### config.mk
export PLATFORM = sky130hd
export DESIGN_NAME = cpu_address_generation_unit
export DESIGN_NICKNAME = d
export VERILOG_FILES = /design/src/include/agu_pkg.sv /design/src/rtl/cpu_address_generation_unit.sv
export VERILOG_INCLUDE_DIRS = /design/src /design/src/include
export SDC_FILE = /design/constraint.sdc
export NUM_CORES = 1
export LEC_CHECK = 0
export BUFFER_PORTS_ARGS = -buffer_cell sky130_fd_sc_hd__buf_2
export CORE_MARGIN = 3
export CORE_UTILIZATION = 35
export DETAILED_ROUTE_END_ITERATION = 10
export GPL_ROUTABILITY_DRIVEN = 1
export SYNTH_ARGS = -nofsm -noshare
export SYNTH_HDL_FRONTEND = slang
export SYNTH_SLANG_ARGS = --single-unit
### constraint.sdc
create_clock -name ref_clk -period 18.6 [get_ports ref_clk]
set_input_delay 2.79 -clock ref_clk [delete_from_list [all_inputs] [get_ports ref_clk]]
set_output_delay 2.79 -clock ref_clk [all_outputs]
set_load 0.01 [all_outputs]
### src/include/agu_consts.svh
`ifndef AGU_CONSTS_SVH
`define AGU_CONSTS_SVH

// Peripheral register window and its sub-regions (chosen map)
`define PERIPH_LO_ADDR 16'hf000
`define PERIPH_HI_ADDR 16'hf7ff
`define PERIPH8_LO_ADDR 16'hf000
`define PERIPH8_HI_ADDR 16'hf3ff
`define SLOW_LO_ADDR 16'hf000
`define SLOW_HI_ADDR 16'hf1ff

// Address forming constants
`define ZERO_TOP 8'h00
`define SHORT_ABS_FILL 16'hffff
`define VECTOR_PAGE 24'h000000

// Pointer steps for byte, word and longword
`define STEP_BYTE 32'h00000001
`define STEP_WORD 32'h00000002
`define STEP_LONG 32'h00000004

// Bus address steps between pieces
`define PIECE_STEP_BYTE 16'h0001
`define PIECE_STEP_WORD 16'h0002

// Opcode field positions
`define BIT_NUM_LSB 4
`define TRAP_VEC_LSB 4

`endif

### src/include/agu_pkg.sv
package agu_pkg;
	// Addressing modes
	typedef enum logic [3:0] {
		MODE_DIRECT = 4'h0, MODE_INDIRECT = 4'h1, MODE_DISP = 4'h2, MODE_POSTINC = 4'h3,
		MODE_PREDEC = 4'h4, MODE_ABS = 4'h5, MODE_IMM = 4'h6, MODE_PCREL = 4'h7, MODE_MEMIND = 4'h8
	} addr_mode_t;
	// Access sizes
	typedef enum logic [1:0] {SIZE_BYTE = 2'h0, SIZE_WORD = 2'h1, SIZE_LONG = 2'h2} acc_size_t;
	// Length of the extension field
	typedef enum logic [1:0] {EXT_8 = 2'h0, EXT_16 = 2'h1, EXT_24 = 2'h2, EXT_32 = 2'h3} ext_len_t;
	// Instruction classes
	typedef enum logic [1:0] {CLASS_ALU = 2'h0, CLASS_XFER = 2'h1, CLASS_BIT = 2'h2, CLASS_BRANCH = 2'h3} instr_class_t;
	// Top-level core states, one-hot
	typedef enum logic [3:0] {
		CPU_RESET = 4'h1, CPU_EXEC = 4'h2, CPU_HALT = 4'h4, CPU_EXCEPT = 4'h8
	} cpu_state_t;
	// Bus cycle states, one-hot
	typedef enum logic [3:0] {BS_IDLE = 4'h1, BS_T1 = 4'h2, BS_T2 = 4'h4, BS_T3 = 4'h8} bus_state_t;
	// Program halt sub-modes
	typedef enum logic [1:0] {HALT_SLEEP = 2'h0, HALT_STANDBY = 2'h1, HALT_SUBSLEEP = 2'h2} halt_kind_t;
endpackage

### src/rtl/cpu_address_generation_unit.sv
`timescale 1ns/10ps
`include "agu_consts.svh"
// What this block does
// - Drop top eight address bits, present 16
// - Address register 3-bit, data 3/4-bit field
// - 24-bit extension becomes 32 with zero top
// - Direct mode selects byte, word or long
// - Indirect address is pointer low 24 bits
// - Displacement 16 sign-extended or 24 added
// - Post-increment: access first, then add step
// - Pre-decrement: subtract step, then access result
// - Short absolute forces upper bits to one
// - 16-bit absolute sign-extends; 24-bit reaches all
// - Immediate operand of 8, 16, 32 bits
// - Extract bit number and trap vector
// - Relative branch implicit_add_op sign-extended displacement
// - Vector indirect reads long, drops first byte
// - Modes restricted by instruction class
// - Bus cycle lasts two or three states
// - Memory access: two states, 16-bit path
// - 16-bit peripherals word only; 8-bit split
// - Two-state peripheral timing equals memory timing
// - Exactly one of four core states
// - Execution holds active; halt has three modes
module cpu_address_generation_unit import agu_pkg::*; #(
	parameter logic [15:0] PERIPH_LO = `PERIPH_LO_ADDR,
	parameter logic [15:0] PERIPH_HI = `PERIPH_HI_ADDR,
	parameter logic [15:0] PERIPH8_LO = `PERIPH8_LO_ADDR,
	parameter logic [15:0] PERIPH8_HI = `PERIPH8_HI_ADDR,
	parameter logic [15:0] SLOW_LO = `SLOW_LO_ADDR,
	parameter logic [15:0] SLOW_HI = `SLOW_HI_ADDR
) (
	input wire logic ref_clk,
	input wire logic rst_n,
	input wire logic req_valid,
	input wire addr_mode_t req_mode,
	input wire instr_class_t req_class,
	input wire acc_size_t req_size,
	input wire ext_len_t req_ext_len,
	input wire logic [3:0] req_reg,
	input wire logic [31:0] req_ext,
	input wire logic [23:0] req_pc,
	input wire logic [15:0] req_opcode,
	input wire logic req_write,
	input wire logic [31:0] req_wdata,
	input wire logic reg_wr_en,
	input wire logic [2:0] reg_wr_idx,
	input wire logic [31:0] reg_wr_data,
	input wire logic [15:0] bus_rd_data,
	input wire logic halt_req,
	input wire halt_kind_t halt_kind,
	input wire logic wake_req,
	input wire logic exc_req,
	input wire logic exc_done,
	output logic busy,
	output logic done,
	output logic mode_error,
	output logic access_error,
	output logic [31:0] operand,
	output logic [15:0] ea,
	output logic [23:0] jump_target,
	output logic [2:0] bit_number,
	output logic [1:0] trap_vector,
	output logic bus_cyc,
	output logic [15:0] bus_addr,
	output logic bus_write,
	output logic bus_byte,
	output logic bus_three_state,
	output logic [15:0] bus_wr_data,
	output cpu_state_t cpu_state,
	output logic active_mode,
	output halt_kind_t halt_mode
);

	// Sign-extend a 16-bit value
	function automatic logic [31:0] sext16(input logic [15:0] v);
		return {{16{v[15]}}, v};
	endfunction

	// Inclusive address window test
	function automatic logic in_range(input logic [15:0] a, input logic [15:0] lo, input logic [15:0] hi);
		return (a >= lo) && (a <= hi);
	endfunction

	// Step for pointer update by access size
	function automatic logic [31:0] size_step(input acc_size_t s);
		case (s)
			SIZE_BYTE: return `STEP_BYTE;
			SIZE_WORD: return `STEP_WORD;
			default: return `STEP_LONG;
		endcase
	endfunction

	// Operand slice of a long register: 4-bit field picks the half
	function automatic logic [31:0] direct_operand(input logic [31:0] r, input logic [3:0] f, input acc_size_t s);
		case (s)
			SIZE_BYTE: return f[3] ? {24'h000000, r[7:0]} : {24'h000000, r[15:8]};
			SIZE_WORD: return f[3] ? {16'h0000, r[31:16]} : {16'h0000, r[15:0]};
			default: return r;
		endcase
	endfunction

	// Which modes each instruction class may use
	function automatic logic mode_legal(input instr_class_t c, input addr_mode_t m, input ext_len_t e);
		case (c)
			CLASS_ALU: return (m == MODE_DIRECT) || (m == MODE_IMM);
			CLASS_XFER: return (m != MODE_PCREL) && (m != MODE_MEMIND);
			CLASS_BIT: return (m == MODE_DIRECT) || (m == MODE_INDIRECT) || ((m == MODE_ABS) && (e == EXT_8));
			default: return (m == MODE_PCREL) || (m == MODE_MEMIND) || (m == MODE_INDIRECT) || (m == MODE_ABS);
		endcase
	endfunction

	logic rst_meta; // First reset synchroniser stage
	logic rst_local_n; // Released reset used by the whole block
	logic [31:0] regs [0:7]; // General registers, long view
	logic [31:0] ptr; // Selected pointer register
	logic [15:0] ptr_lo; // Low half, used by checks
	logic [31:0] step; // Post/pre step
	logic [31:0] disp32; // Widened displacement
	logic [31:0] next_ptr; // Pointer after update
	logic [31:0] calc_ea32; // Effective address before truncation
	logic [31:0] calc_operand; // Operand for register and immediate modes
	logic [23:0] calc_target; // Relative branch target
	logic calc_bus; // Mode needs a memory access
	logic ptr_update; // Mode writes the pointer back
	acc_size_t eff_size; // Size after forcing long for vector reads
	logic calc_p8; // Target on 8-bit peripheral path
	logic calc_p16; // Target on 16-bit peripheral path
	logic size_bad; // Byte access to a word-only register
	logic legal; // Mode allowed for class
	logic take; // Request accepted this edge
	logic accept_ok; // Accepted and allowed to act
	logic start_bus; // Accepted and starting a bus access
	logic [2:0] calc_pieces; // Bus cycles needed
	logic calc_byte; // Pieces are bytes
	logic [31:0] wr_aligned; // Write data top-aligned
	bus_state_t bus_st; // Bus cycle state
	logic [2:0] pieces_left; // Bus cycles still to run
	logic memind_op; // Current access is a vector read
	logic [31:0] rd_acc; // Read data gathered so far
	logic [31:0] next_acc; // Gathered data with this piece
	logic [31:0] wr_shift; // Remaining write data, top-aligned
	logic [31:0] next_shift; // Write data after this piece
	logic [15:0] next_addr; // Address of the following piece
	logic last_state; // Final state of the current bus cycle

	// Reset release through two flops; the raw pin only clears them
	always_ff @(posedge ref_clk or negedge rst_n) begin
		if (!rst_n) begin
			rst_meta <= 1'b0;
			rst_local_n <= 1'b0;
		end else begin
			rst_meta <= 1'b1;
			rst_local_n <= rst_meta;
		end
	end

	// Address and operand forming for the incoming request
	always_comb begin
		ptr = regs[req_reg[2:0]];
		ptr_lo = ptr[15:0];
		step = size_step(req_size);
		disp32 = (req_ext_len == EXT_16) ? sext16(req_ext[15:0]) : {`ZERO_TOP, req_ext[23:0]};
		next_ptr = ptr;
		calc_ea32 = 32'h00000000;
		calc_operand = 32'h00000000;
		calc_target = 24'h000000;
		calc_bus = 1'b0;
		ptr_update = 1'b0;
		case (req_mode)
			MODE_DIRECT: calc_operand = direct_operand(ptr, req_reg, req_size);
			MODE_INDIRECT: begin
				calc_ea32 = {`ZERO_TOP, ptr[23:0]};
				calc_bus = 1'b1;
			end
			MODE_DISP: begin
				calc_ea32 = ptr + disp32;
				calc_bus = 1'b1;
			end
			MODE_POSTINC: begin
				// Access uses the old value; the sum goes back to the full register
				calc_ea32 = {`ZERO_TOP, ptr[23:0]};
				next_ptr = ptr + step;
				ptr_update = 1'b1;
				calc_bus = 1'b1;
			end
			MODE_PREDEC: begin
				next_ptr = ptr - step;
				calc_ea32 = {`ZERO_TOP, next_ptr[23:0]};
				ptr_update = 1'b1;
				calc_bus = 1'b1;
			end
			MODE_ABS: begin
				calc_bus = 1'b1;
				if (req_ext_len == EXT_8) begin
					calc_ea32 = {`ZERO_TOP, `SHORT_ABS_FILL, req_ext[7:0]};
				end else if (req_ext_len == EXT_16) begin
					calc_ea32 = {`ZERO_TOP, {8{req_ext[15]}}, req_ext[15:0]};
				end else begin
					calc_ea32 = {`ZERO_TOP, req_ext[23:0]};
				end
			end
			MODE_IMM: begin
				// Immediate values are zero-extended to the operand port
				if (req_ext_len == EXT_8) begin
					calc_operand = {24'h000000, req_ext[7:0]};
				end else if (req_ext_len == EXT_16) begin
					calc_operand = {16'h0000, req_ext[15:0]};
				end else begin
					calc_operand = req_ext;
				end
			end
			MODE_PCREL: begin
				// Base is the next instruction's address
				if (req_ext_len == EXT_8) begin
					calc_target = req_pc + {{16{req_ext[7]}}, req_ext[7:0]};
				end else begin
					calc_target = req_pc + {{8{req_ext[15]}}, req_ext[15:0]};
				end
			end
			MODE_MEMIND: begin
				calc_ea32 = {`VECTOR_PAGE, req_ext[7:0]};
				calc_bus = 1'b1;
			end
			default: calc_bus = 1'b0;
		endcase
	end

	// Splitting into pieces by target path width
	always_comb begin
		eff_size = (req_mode == MODE_MEMIND) ? SIZE_LONG : req_size;
		calc_p8 = in_range(calc_ea32[15:0], PERIPH8_LO, PERIPH8_HI);
		calc_p16 = in_range(calc_ea32[15:0], PERIPH_LO, PERIPH_HI) && !calc_p8;
		size_bad = calc_bus && calc_p16 && (eff_size == SIZE_BYTE);
		calc_byte = (eff_size == SIZE_BYTE) || calc_p8;
		case (eff_size)
			SIZE_BYTE: calc_pieces = 3'd1;
			SIZE_WORD: calc_pieces = calc_p8 ? 3'd2 : 3'd1;
			default: calc_pieces = calc_p8 ? 3'd4 : 3'd2;
		endcase
		case (eff_size)
			SIZE_BYTE: wr_aligned = {req_wdata[7:0], 24'h000000};
			SIZE_WORD: wr_aligned = {req_wdata[15:0], 16'h0000};
			default: wr_aligned = req_wdata;
		endcase
		legal = mode_legal(req_class, req_mode, req_ext_len);
		take = req_valid && !busy && (cpu_state == CPU_EXEC);
		accept_ok = take && legal && !size_bad;
		start_bus = accept_ok && calc_bus;
	end

	// Piece bookkeeping for the running bus cycle
	always_comb begin
		last_state = ((bus_st == BS_T2) && !bus_three_state) || (bus_st == BS_T3);
		next_acc = bus_byte ? {rd_acc[23:0], bus_rd_data[7:0]} : {rd_acc[15:0], bus_rd_data};
		next_shift = bus_byte ? {wr_shift[23:0], 8'h00} : {wr_shift[15:0], 16'h0000};
		next_addr = bus_addr + (bus_byte ? `PIECE_STEP_BYTE : `PIECE_STEP_WORD);
	end

	// Register file; a pointer update beats a same-index external write
	always_ff @(posedge ref_clk or negedge rst_local_n) begin
		if (!rst_local_n) begin
			for (int i = 0; i < 8; i++) begin
				regs[i] <= 32'h00000000;
			end
		end else begin
			if (reg_wr_en) begin
				regs[reg_wr_idx] <= reg_wr_data;
			end
			if (accept_ok && ptr_update) begin
				regs[req_reg[2:0]] <= next_ptr;
			end
		end
	end

	// Bus cycle sequencer: T1, T2, and T3 only for slow registers
	always_ff @(posedge ref_clk or negedge rst_local_n) begin
		if (!rst_local_n) begin
			bus_st <= BS_IDLE;
			busy <= 1'b0;
			bus_cyc <= 1'b0;
			bus_addr <= 16'h0000;
			bus_write <= 1'b0;
			bus_byte <= 1'b0;
			bus_three_state <= 1'b0;
			bus_wr_data <= 16'h0000;
			pieces_left <= 3'd0;
			memind_op <= 1'b0;
			rd_acc <= 32'h00000000;
			wr_shift <= 32'h00000000;
		end else begin
			case (bus_st)
				BS_IDLE: begin
					if (start_bus) begin
						bus_st <= BS_T1;
						busy <= 1'b1;
						bus_cyc <= 1'b1;
						bus_addr <= calc_ea32[15:0];
						bus_byte <= calc_byte;
						bus_three_state <= in_range(calc_ea32[15:0], SLOW_LO, SLOW_HI);
						bus_write <= req_write && (req_mode != MODE_MEMIND);
						bus_wr_data <= calc_byte ? {8'h00, wr_aligned[31:24]} : wr_aligned[31:16];
						wr_shift <= wr_aligned;
						pieces_left <= calc_pieces;
						memind_op <= (req_mode == MODE_MEMIND);
						rd_acc <= 32'h00000000;
					end
				end
				BS_T1: bus_st <= BS_T2;
				BS_T2: begin
					if (bus_three_state) begin
						bus_st <= BS_T3;
					end
				end
				default: bus_st <= bus_st;
			endcase
			if (last_state) begin
				rd_acc <= next_acc;
				if (pieces_left == 3'd1) begin
					bus_st <= BS_IDLE;
					busy <= 1'b0;
					bus_cyc <= 1'b0;
				end else begin
					// Next piece of a split access starts at once
					bus_st <= BS_T1;
					pieces_left <= pieces_left - 3'd1;
					bus_addr <= next_addr;
					bus_three_state <= in_range(next_addr, SLOW_LO, SLOW_HI);
					wr_shift <= next_shift;
					bus_wr_data <= bus_byte ? {8'h00, next_shift[31:24]} : next_shift[31:16];
				end
			end
		end
	end

	// Results and one-cycle status pulses
	always_ff @(posedge ref_clk or negedge rst_local_n) begin
		if (!rst_local_n) begin
			done <= 1'b0;
			mode_error <= 1'b0;
			access_error <= 1'b0;
			operand <= 32'h00000000;
			ea <= 16'h0000;
			jump_target <= 24'h000000;
			bit_number <= 3'd0;
			trap_vector <= 2'd0;
		end else begin
			done <= 1'b0;
			mode_error <= 1'b0;
			access_error <= 1'b0;
			if (take) begin
				bit_number <= req_opcode[`BIT_NUM_LSB +: 3];
				trap_vector <= req_opcode[`TRAP_VEC_LSB +: 2];
				ea <= calc_ea32[15:0];
				if (!legal) begin
					mode_error <= 1'b1;
				end else if (size_bad) begin
					access_error <= 1'b1;
				end else if (!calc_bus) begin
					done <= 1'b1;
					operand <= calc_operand;
					if (req_mode == MODE_PCREL) begin
						jump_target <= calc_target;
					end
				end
			end
			if (last_state && (pieces_left == 3'd1)) begin
				done <= 1'b1;
				if (memind_op) begin
					jump_target <= next_acc[23:0];
				end else begin
					operand <= next_acc;
				end
			end
		end
	end

	// Top-level core state; halt only entered between accesses
	always_ff @(posedge ref_clk or negedge rst_local_n) begin
		if (!rst_local_n) begin
			cpu_state <= CPU_RESET;
			active_mode <= 1'b0;
			halt_mode <= HALT_SLEEP;
		end else begin
			case (cpu_state)
				CPU_RESET: cpu_state <= CPU_EXCEPT;
				CPU_EXEC: begin
					if (exc_req) begin
						cpu_state <= CPU_EXCEPT;
					end else if (halt_req && !busy && !req_valid) begin
						cpu_state <= CPU_HALT;
						halt_mode <= halt_kind;
					end
				end
				CPU_HALT: begin
					if (exc_req) begin
						cpu_state <= CPU_EXCEPT;
					end else if (wake_req) begin
						cpu_state <= CPU_EXEC;
					end
				end
				CPU_EXCEPT: begin
					if (exc_done) begin
						cpu_state <= CPU_EXEC;
					end
				end
				default: cpu_state <= CPU_RESET;
			endcase
			active_mode <= (cpu_state == CPU_EXCEPT && exc_done) || (cpu_state == CPU_HALT && !exc_req && wake_req)
				|| (cpu_state == CPU_EXEC && !exc_req && !(halt_req && !busy && !req_valid));
		end
	end

	property p_t1_to_t2;
		@(posedge ref_clk) disable iff (!rst_local_n) (bus_st == BS_T1) |=> (bus_st == BS_T2);
	endproperty
	a_t1_to_t2: assert property (p_t1_to_t2) else $error("bus state after T1 is not T2");

	property p_fast_no_t3;
		@(posedge ref_clk) disable iff (!rst_local_n) (bus_st == BS_T2 && !bus_three_state) |=> (bus_st != BS_T3);
	endproperty
	a_fast_no_t3: assert property (p_fast_no_t3) else $error("two-state cycle grew a third state");

	property p_slow_region;
		@(posedge ref_clk) disable iff (!rst_local_n) bus_cyc |-> (bus_three_state == in_range(bus_addr, SLOW_LO, SLOW_HI));
	endproperty
	a_slow_region: assert property (p_slow_region) else $error("three-state select disagrees with region");

	property p_mem_two_states;
		@(posedge ref_clk) disable iff (!rst_local_n)
			(bus_st == BS_T1 && !in_range(bus_addr, PERIPH_LO, PERIPH_HI)) |=> ##1 (bus_st != BS_T3);
	endproperty
	a_mem_two_states: assert property (p_mem_two_states) else $error("memory access took three states");

	property p_one_state;
		@(posedge ref_clk) disable iff (!rst_local_n) $onehot(cpu_state);
	endproperty
	a_one_state: assert property (p_one_state) else $error("core state not one-hot");

	property p_postinc_addr;
		@(posedge ref_clk) disable iff (!rst_local_n) (start_bus && req_mode == MODE_POSTINC) |=> (bus_addr == $past(ptr_lo));
	endproperty
	a_postinc_addr: assert property (p_postinc_addr) else $error("post-increment did not use old pointer");

	property p_predec_addr;
		@(posedge ref_clk) disable iff (!rst_local_n)
			(start_bus && req_mode == MODE_PREDEC && req_size == SIZE_BYTE) |=> (bus_addr == $past(ptr_lo) - 16'h0001);
	endproperty
	a_predec_addr: assert property (p_predec_addr) else $error("pre-decrement address wrong");

	property p_short_abs;
		@(posedge ref_clk) disable iff (!rst_local_n)
			(take && req_mode == MODE_ABS && req_ext_len == EXT_8) |=> (ea[15:8] == 8'hff);
	endproperty
	a_short_abs: assert property (p_short_abs) else $error("short absolute not in top page");

	property p_vector_page;
		@(posedge ref_clk) disable iff (!rst_local_n) (start_bus && req_mode == MODE_MEMIND) |=> (bus_addr[15:8] == 8'h00);
	endproperty
	a_vector_page: assert property (p_vector_page) else $error("vector read outside bottom page");

	property p_word_only;
		@(posedge ref_clk) disable iff (!rst_local_n)
			(bus_cyc && in_range(bus_addr, PERIPH_LO, PERIPH_HI) && !in_range(bus_addr, PERIPH8_LO, PERIPH8_HI)) |-> !bus_byte;
	endproperty
	a_word_only: assert property (p_word_only) else $error("byte cycle to word-only register");

	property p_illegal_mode;
		@(posedge ref_clk) disable iff (!rst_local_n) (take && !legal) |=> (mode_error && !done && !bus_cyc);
	endproperty
	a_illegal_mode: assert property (p_illegal_mode) else $error("illegal mode not refused");

endmodule // cpu_address_generation_unit

### Yosys cells after proc, flatten, opt, wreduce, memory -nomap -nowiden

Cells that the tools add are included.

* register bits: 446
* latch bits: 0
* RAM bits: 0
* memory bits (read-only): 0
* input port bits: 180
* output and inout bits: 124
* word-level logic and storage cells: 242
* memories: 0

* add/subtract/negate cells: 7
* multiply operators: 0
* divide/modulo/power cells: 0
* order comparisons: 10
* eq/ne operators: 29
* shift operators: 0
* muxes and demuxes: 100
* bitwise gates (word level): 3
* reduce and logical (&&, ||, !) cells: 60

Operators by type and width (count)
* $mux 32: 18
* $bwmux 256: 2
* $mux 256: 2
* $mux 24: 11
* $pmux 32 s2: 4
* $demux 32 s3: 2
* $mux 16: 12
* $bmux 32 s3: 1
* $pmux 16 s5: 1
* $le 16x16->1 const B: 4
* $add 24x24->24: 2
* $add 32x3->32: 1
* $ge 16x16->1 const B: 2
* $mux 4: 8
* $sub 32x3->32: 1
* $logic_and 1x1->1: 27
* $eq 4x3->1 const B: 6
* $mux 1: 24
* $add 16x16->16: 1
* $add 16x2->16: 1
* $eq 4x2->1 const B: 4
* $pmux 4 s4: 1
* $mux 3: 5
* $eq 4x1->1 const B: 3
* other kinds (28): 66

### Logic depth before layout (Yosys ltp)

Gate-level depths: netlist (run 1).

* depth in word-level cells: 19
* mapped depth: 28
* depth with buffers taken out: 19

### Worst setup path after synthesis (run 1)

No wires, ideal clock.

* path kind: input-to-reg
* start point: input req_reg[1]
* end point: register regs[164] in the netlist's numbering
* setup time: 146 ps
* arrival: 9127 ps
* data required time: 18454 ps
* slack: 9327 ps
* stages on the path: 27
* buffers on the path: 9
* cell sequence: buf_2 -> buf_4 -> buf_4 -> clkbuf_1 -> buf_1 -> clkbuf_1 -> buf_2 -> mux4_2 -> nand2_1 -> nand2_1 -> inv_1 -> ha_1 -> inv_1 -> fa_1 -> a21oi_1 -> a21boi_0 -> nand4_1 -> or4_1 -> a21oi_1 -> a211oi_1 -> or4b_1 -> buf_2 -> o311ai_2 -> nor3_2 -> buf_2 -> a211oi_1 -> a21oi_1

* word-level cells in the longest chain between the ends: 16
* elaborated cells between the ends (all ways): 28
* those cells by class: add/sub: 3; order compare: 5; mux: 9; bitwise: 1; reduce/logical: 10

RTL lines
* start, declared: RTL line cpu_address_generation_unit.sv:40 `input wire logic [3:0] req_reg,`
* $not 3->4 (not written as such) *: RTL line cpu_address_generation_unit.sv:160, cpu_address_generation_unit.sv:271
* $bmux 32 s3: RTL line cpu_address_generation_unit.sv:160 `ptr = regs[req_reg[2:0]];`
* $mux 32 (not written as such) (2 in a row): RTL line cpu_address_generation_unit.sv:160
* $sub 32x3->32 / $add 16x16->16 (equally long branches): RTL line cpu_address_generation_unit.sv:188, cpu_address_generation_unit.sv:177
* $pmux 16 s5: RTL line cpu_address_generation_unit.sv:170 `case (req_mode)`
* $ge 16x16->1 / $le 16x16->1 (equally long branches): RTL line cpu_address_generation_unit.sv:82 `return (a >= lo) && (a <= hi);`
* $logic_and 1x1->1: RTL line cpu_address_generation_unit.sv:82
* $logic_not 1->1: RTL line cpu_address_generation_unit.sv:233 `calc_p16 = in_range(calc_ea32[15:0], PERIPH_LO, PERIPH_HI) && !calc_p8;`
* $logic_and 1x1->1: RTL line cpu_address_generation_unit.sv:233
* $logic_and 1x1->1 (2 in a row): RTL line cpu_address_generation_unit.sv:234 `size_bad = calc_bus && calc_p16 && (eff_size == SIZE_BYTE);`
* $logic_not 1->1: RTL line cpu_address_generation_unit.sv:248 `accept_ok = take && legal && !size_bad;`
* $logic_and 1x1->1: RTL line cpu_address_generation_unit.sv:248
* $logic_and 1x1->1: RTL line cpu_address_generation_unit.sv:270 `if (accept_ok && ptr_update) begin`
* $mux 256 *: RTL line cpu_address_generation_unit.sv:270
* end signal, assigned by index: RTL line cpu_address_generation_unit.sv:268 `regs[reg_wr_idx] <= reg_wr_data;`
* end signal, assigned by index: RTL line cpu_address_generation_unit.sv:271 `regs[req_reg[2:0]] <= next_ptr;`
* end, declared: RTL line cpu_address_generation_unit.sv:115 `logic [31:0] regs [0:7];`

Every way passes the cells marked *; elsewhere a longest branch is shown, timed or not. The select of a mux whose other input is x is not followed.
A chain may end at the register's enable or synchronous reset.

### Worst setup path after layout (run 1)

* start point: input req_reg[1]
* end point: register regs[102] in the netlist's numbering

The elaborated chain is that of the path after synthesis.

==> results.yml, run 1 <==
status:
  status: "complete, no violations"
synthesis:
  syn-instance-count: 2946
  synth-seq-area-share_pct: 40.79
  avgSynthCellArea_um2: 9.082
  ys_seq_elements: 436
  syn_area_mm2: 0.02675
  ys.flop_type: "dfrtp_1"
  synth_edf_count: 0
  syn-num-nets: 3179
  yosysWarnings: 0
  synth-async-reset-ratio_pct: 100.0
  ys_types: 80
worst_setup_path:
  arrival_ps: 11030
  crit_path_end_kind: "flop"
  crit_fanout: 44
  startpoint_type: "primary input"
  worstSetupPathType: "in -> reg"
  required_ps: 19120
layout:
  syn_to_final_growth_pct: 15.62
  postLayoutCellArea_mm2: 0.03093
  fillers: 7488
  final_nets: 3373
  instances_no_fill: 4156
  drive_above_1_share_pct: 20.53
clock_tree:
  cts_hold_buf: 0
  clockBufferDepth: 3
  worstSkewPairLatency_ps: 630
  cts-root-buf: "clkbuf_16"
  tritoncts: "built"
  cts_made_buffers: 51
  cts_num_sinks: 436
  clkTransAtPathRegs_ps: 60
  cts_max_level: 2
  cts_resized: 0
  post_cts.repair.setup_buffers: 0
sta:
  fmaxAchievable_ghz: 0.09510
  timing.slew.headroom_pct: 16.60
  timing.final.hold_violations: 0
  slew_viol_final: 0
  finalSetupViolCount: 0
  hold_slack_ps: 348.3
  finalCriticalPeriod_ps: 10520
  setup_tns_ps: 0
  post-route-period-util_pct: 56.53
  worst_slew_pin_slew_ps: 1251
  fin_skew_ps: 42.83
  rsz0062_at_grt: "no"
grt:
  overflow: 0
  grt_max_degree: 72
  grt_pass1_vias: 23090
  antenna_found_initial: 21
  grt.total_usage_pct: 23.61
  grt_pass1_wl_um: 145500
placed_design:
  routabilityCongestion: 0.9122
  placed_cells: 4056
  placed_cell_area_mm2: 0.02913
  dp_hpwl_um: 65150
  port-buffer-count: 290
drt:
  via_count: 24380
  drt-initial-drc-count: 2235
  drt_pass1_iterations: 5
  drc: 0
  avgViaCountPerCell: 5.865
  wl_um: 97090
  avgRoutedWirePerCell_um: 23.36
  ant_nets: 0
worst_hold_path:
  worst_hold_path_type: "reg -> reg"
die:
  floorplan.initialDensity_pct: 35.64
  ioPinCount: 304
  die-area_mm2: 0.07980
  core_area_mm2: 0.07507
  die_w_um: 282.5
  rows: 100
  die_h_um: 282.5
pwr:
  powerDensity_mw_per_mm2: 102.3
  power.leakage_nw: 13.50
  totalPowerFinal_w: 0.003166
  peakVddDrop_mv: 0.06905
flow_run:
  drv_cap: 0
==> cells by family after synthesis <==
family                   Yosys count  share of synthesized area, %
buffers and inverters            256                         3.872
other                              1                       0.01402
multiplexers                     247                         11.22
flip-flops                       436                         40.79
AND/OR/NAND/NOR                  890                         15.80
XOR/XNOR                          67                         2.193
AO/OA/AOI/OAI                    996                         23.49
adder cells (fa/ha/maj)           53                         2.619
==> report_power, final <==
group	internal, W	leakage, nW	switching, W
logic	0.000364	7.31	0.000501
clock network	0.000642	0.854	0.000434
registers	0.00112	5.33	0.0000994
total	0.00213	13.5	0.00103
==> path summary, 6_finish.rpt <==
| check | from | to | slack (ps) | cells after the start |
|---|---|---|---|---|
| setup reg to reg | regs[0]$_DFF_PN0_ | regs[102]$_DFF_PN0_ | 11490 | 19 |
| max in group asynchronous | rst_local_n$_DFF_PN0_ | bus_byte$_DFFE_PN0P_ | 15320 | 3 |
| hold / removal | rst_meta$_DFF_PN0_ | rst_local_n$_DFF_PN0_ | 350 | 0 |
| hold reg to reg | rst_meta$_DFF_PN0_ | rst_local_n$_DFF_PN0_ | 350 | 0 |
| setup / recovery | req_reg[1] | regs[102]$_DFF_PN0_ | 8080 | 19 |
| min in group asynchronous | rst_local_n$_DFF_PN0_ | regs[29]$_DFF_PN0_ | 420 | 0 |
==> metal layers <==
layer,GRT usage [%],share of wire (%)
met5,0,0.060
met4,8.776,3.6
met3,3.739,6.7
met2,37.53,46
met1,32.49,43
==> stage by stage <==
step                      worst slack [ps]  utilization (%)
after floorplan                       5552                -
after global placement                7748            38.80
after detailed placement              7726            38.80
after CTS                             8353            41.17
after global routing                  7739            41.19
final                                 8085            41.21
==> cells in the final DEF (no fill, tap or decap), types with 9 or more instances in the layout <==
cell type,count
a211oi_1,153
a21o_1,21
a21oi_1,395
a221oi_1,37
a22o_1,12
a22oi_1,29
a31oi_1,9
a32o_1,9
and2_1,15
and3_1,18
buf_2,289
buf_4,63
clkbuf_1,13
clkbuf_16,51
dfrtp_1,432
diode_2,11
ha_1,48
inv_1,44
mux2_2,154
mux2i_1,66
mux4_2,26
nand2_1,243
nand2b_1,19
nand3_1,76
nand4_1,12
nor2_1,261
nor2b_1,154
nor3_1,24
o211ai_1,43
o21ai_0,151
o21bai_1,9
o221ai_1,20
o22ai_1,34
o31ai_1,12
or2_2,9
or3_1,10
xnor2_1,44
xor2_1,23
==> worst max-delay path: stages <==
cell and delay [ps]:
buf_4 300, buf_4 560, buf_4 510, and2_1 690, a22oi_1 170, o22ai_1 590, ha_1 440, a21oi_1 250
a21boi_0 320, nand4_1 360, nor2_1 590, o21ai_0 180, a221oi_1 1040, or4b_1 490, o311ai_4 220, nor2_4 570
buf_4 600, a211oi_1 100, a21oi_1 160
==> flip-flops by register name (all words and copies together) (netlist names), 2 cells and up <==
signal / flops
ea: 16
jump_target: 24
operand: 32
wr_shift: 24
bit_number: 3
bus_wr_data: 16
bus_st: 4
halt_mode: 2
bus_addr: 16
regs: 256
pieces_left: 3
cpu_state: 4
rd_acc: 24
==> cell usage after synthesis (16+ instances only) <==
library cell | number | area, um2
and3_1 | 18 | 112.6
dfrtp_1 | 434 | 10860
a21o_1 | 21 | 157.7
a221oi_1 | 37 | 324.1
mux2i_1 | 66 | 660.6
mux2_2 | 154 | 1734
clkbuf_1 | 143 | 536.8
o221ai_1 | 20 | 175.2
nor2_1 | 270 | 1013
a211oi_1 | 153 | 1149
o22ai_1 | 34 | 212.7
o211ai_1 | 43 | 322.8
buf_2 | 48 | 240.2
a22oi_1 | 29 | 217.7
nor2b_1 | 154 | 963.4
inv_1 | 44 | 165.2
xnor2_1 | 44 | 385.4
a21oi_1 | 395 | 1977
ha_1 | 48 | 600.6
mux4_2 | 26 | 585.6
nor3_1 | 28 | 140.1
buf_1 | 16 | 60.06
xor2_1 | 23 | 201.4
o21ai_0 | 152 | 760.7
nand2b_1 | 19 | 118.9
nand2_1 | 243 | 912.1
nand3_1 | 76 | 380.4
==> final cells by class <==
class                      instances  area [um2]  share of cell area [%]
inverter                          45       168.9                  0.5460
clock buffer                      70        1408                   4.550
antenna                           11       27.53                 0.08898
timing repair buffer             352        1919                   6.204
tap                              969        1212                   3.919
sequential                       436       10920                   35.29
clock inverter                    19       369.1                   1.193
multi-input combinational       2254       14910                   48.20
(Power assumes the default switching activity.)
==> inputs of run 2 (changes only) <==
Clock period 18.6 ns to 10.7 ns, I/O delays scaled along.
==> run 2 against run 1 <==
Sequential cell count unchanged; design area increased by 0.46%; sequential share of layout area decreased by 0.16 points; sequential power increased by 74%; critical endpoint is now regs[170]$_DFF_PN0_; highest routed layer unchanged.
==> results.yml, run 2 (same netlist as run 1, synthesis figures left out) <==
drt:
  via_count: 24320
  drt_pass1_iterations: 7
  avgViaCountPerCell: 5.834
  wl_um: 97200
  drc: 0
  ant_nets: 0
  drt-initial-drc-count: 2130
  avgRoutedWirePerCell_um: 23.31
worst_setup_path:
  worstSetupPathType: "in -> reg"
  crit_path_end_kind: "flop"
  reg2reg_depth: 19
  required_ps: 11130
  startpoint_type: "primary input"
  arrival_ps: 8490
  crit_fanout: 64
layout:
  final_cell_mix: "dfrtp_1, a21oi_1, buf_2"
  mostFrequentLayoutCell: "dfrtp_1"
  syn_to_final_growth_pct: 16.15
  final_core_util_pct: 41.39
  postLayoutCellArea_mm2: 0.03108
  largest_reg_flops: 256
  regMostFlops: "regs"
  fillers: 7494
  drive_above_1_share_pct: 20.77
  final_nets: 3380
  largestRegisters: "regs: 256 flops, operand: 32 flops"
grt:
  grt_pass1_vias: 22880
  overflow: 0
  grt.total_usage_pct: 23.49
  grt_pass1_wl_um: 144300
  grt_max_degree: 163
  antenna_found_initial: 19
placed_design:
  dp_hpwl_um: 65400
  port-buffer-count: 290
  placed_cell_area_mm2: 0.02923
  routabilityCongestion: 0.9001
  dp_slack_ps: 2134
clock_tree:
  cts_made_buffers: 51
  post_cts.repair.setup_buffers: 0
  clkTransAtPathRegs_ps: 70
  cts-root-buf: "clkbuf_16"
  cts_max_level: 2
  clockBufferDepth: 3
  tritoncts: "built"
  worstSkewPairLatency_ps: 630
  cts_resized: 0
  cts_hold_buf: 0
  cts_num_sinks: 436
sta:
  setup_tns_ps: 0
  worst_slew_pin_slew_ps: 1143
  fmaxAchievable_ghz: 0.1241
  fin_ws_ps: 2639
  timing.final.hold_violations: 0
  rsz0062_at_grt: "no"
  post-route-period-util_pct: 75.34
  finalCriticalPeriod_ps: 8061
  slew_viol_final: 0
  fin_skew_ps: 46.22
  finalSetupViolCount: 0
  hold_slack_ps: 348.9
  timing.slew.headroom_pct: 21.64
pwr:
  power.internal_w: 0.003722
  seqPwrFrac_pct: 38.3
  power.switching_w: 0.001819
  peakVddDrop_mv: 0.1138
  power_frac_comb_pct: 27.3
  powerDensity_mw_per_mm2: 178.3
  sw_frac_of_total_pct: 32.83
  p_clk_share_pct: 34.4
  power.leakage_nw: 13.57
status:
  status: "complete, no violations"
die:
  die_w_um: 282.5
  floorplan.initialDensity_pct: 35.64
  die-area_mm2: 0.07980
  die_h_um: 282.5
  ioPinCount: 304
  core_area_mm2: 0.07507
  rows: 100
worst_hold_path:
  worst_hold_path_type: "reg -> reg"
  whs_path_depth: 0
flow_run:
  drv_cap: 0
run 2: changes by cell type in the layout (fill, tap and decap cells not counted):
| cell | previous run | this run |
|---|---|---|
| clkinv_2 | 4 | 5 |
| nor2_1 | 261 | 262 |
| buf_4 | 63 | 66 |
| clkbuf_1 | 13 | 14 |
| clkinv_4 | 2 | 1 |
| bufinv_16 | 8 | 7 |
| clkbuf_8 | 6 | 11 |
| nor2_2 | 2 | 1 |
| diode_2 | 11 | 12 |
| buf_12 | 0 | 4 |
run 2: layer usage:
layer  wire length, um  global-route usage (%)  up-vias
met5                65                       0        -
met4              3762                   9.572        8
met3              6976                   4.638      218
met2             45140                   37.04      909
met1             41260                   31.67    11930
li1                  -                       -    11260
run 2: power by group through the flow:
stage | clock [W] | sequential, W | combinational (W)
floorplan | 0 | 0.00218 | 0.000935
global placement | 0 | 0.00214 | 0.00149
finish | 0.00190 | 0.00212 | 0.00151
global route | 0.00200 | 0.00216 | 0.00166
CTS | 0.00193 | 0.00212 | 0.00151
detailed placement | 0 | 0.00215 | 0.00150
run 2: per-stage QoR:
stage | power [W] | cells
finish | 0.005541 | 4169
global route | 0.005818 | 4165
CTS | 0.005564 | 4157
detailed placement | 0.003648 | 4063
global placement | 0.003622 | 4063
floorplan | 0.003111 | 2946
run 2: cell type report:
type / instances / area (um2) / share of cell area [%]
Clock buffer: 76 / 1480 / 4.763
Sequential cell: 436 / 10920 / 35.13
Inverter: 45 / 168.9 / 0.5435
Antenna cell: 12 / 30.03 / 0.09663
Tap cell: 969 / 1212 / 3.901
Timing Repair Buffer: 359 / 2022 / 6.506
Multi-Input combinational cell: 2254 / 14910 / 47.98
Clock inverter: 18 / 335.3 / 1.079
run 2: final timing paths:
path	from	slack (ps)	endpoint
max in group asynchronous	rst_local_n$_DFF_PN0_	8110	regs[201]$_DFF_PN0_
worst min register to register	rst_meta$_DFF_PN0_	350	rst_local_n$_DFF_PN0_
worst min-delay path	rst_meta$_DFF_PN0_	350	rst_local_n$_DFF_PN0_
min in group asynchronous	rst_local_n$_DFF_PN0_	460	operand[30]$_DFF_PN0_
worst max-delay path	req_reg[1]	2640	regs[170]$_DFF_PN0_
worst max register to register	regs[0]$_DFF_PN0_	4000	regs[170]$_DFF_PN0_
run 2: critical path, cell delays in order:
cell      delay, ps
buf_4           580
inv_1           640
a221oi_1        390
o22ai_1         130
buf_4           200
ha_1            370
a21oi_1         310
nand4_1         270
or3_1           460
o311a_1         310
a211oi_1        820
or4b_1          720
o311ai_2        800
nor3_4           20
buf_4           360
a211oi_1        340
a21oi_1          70
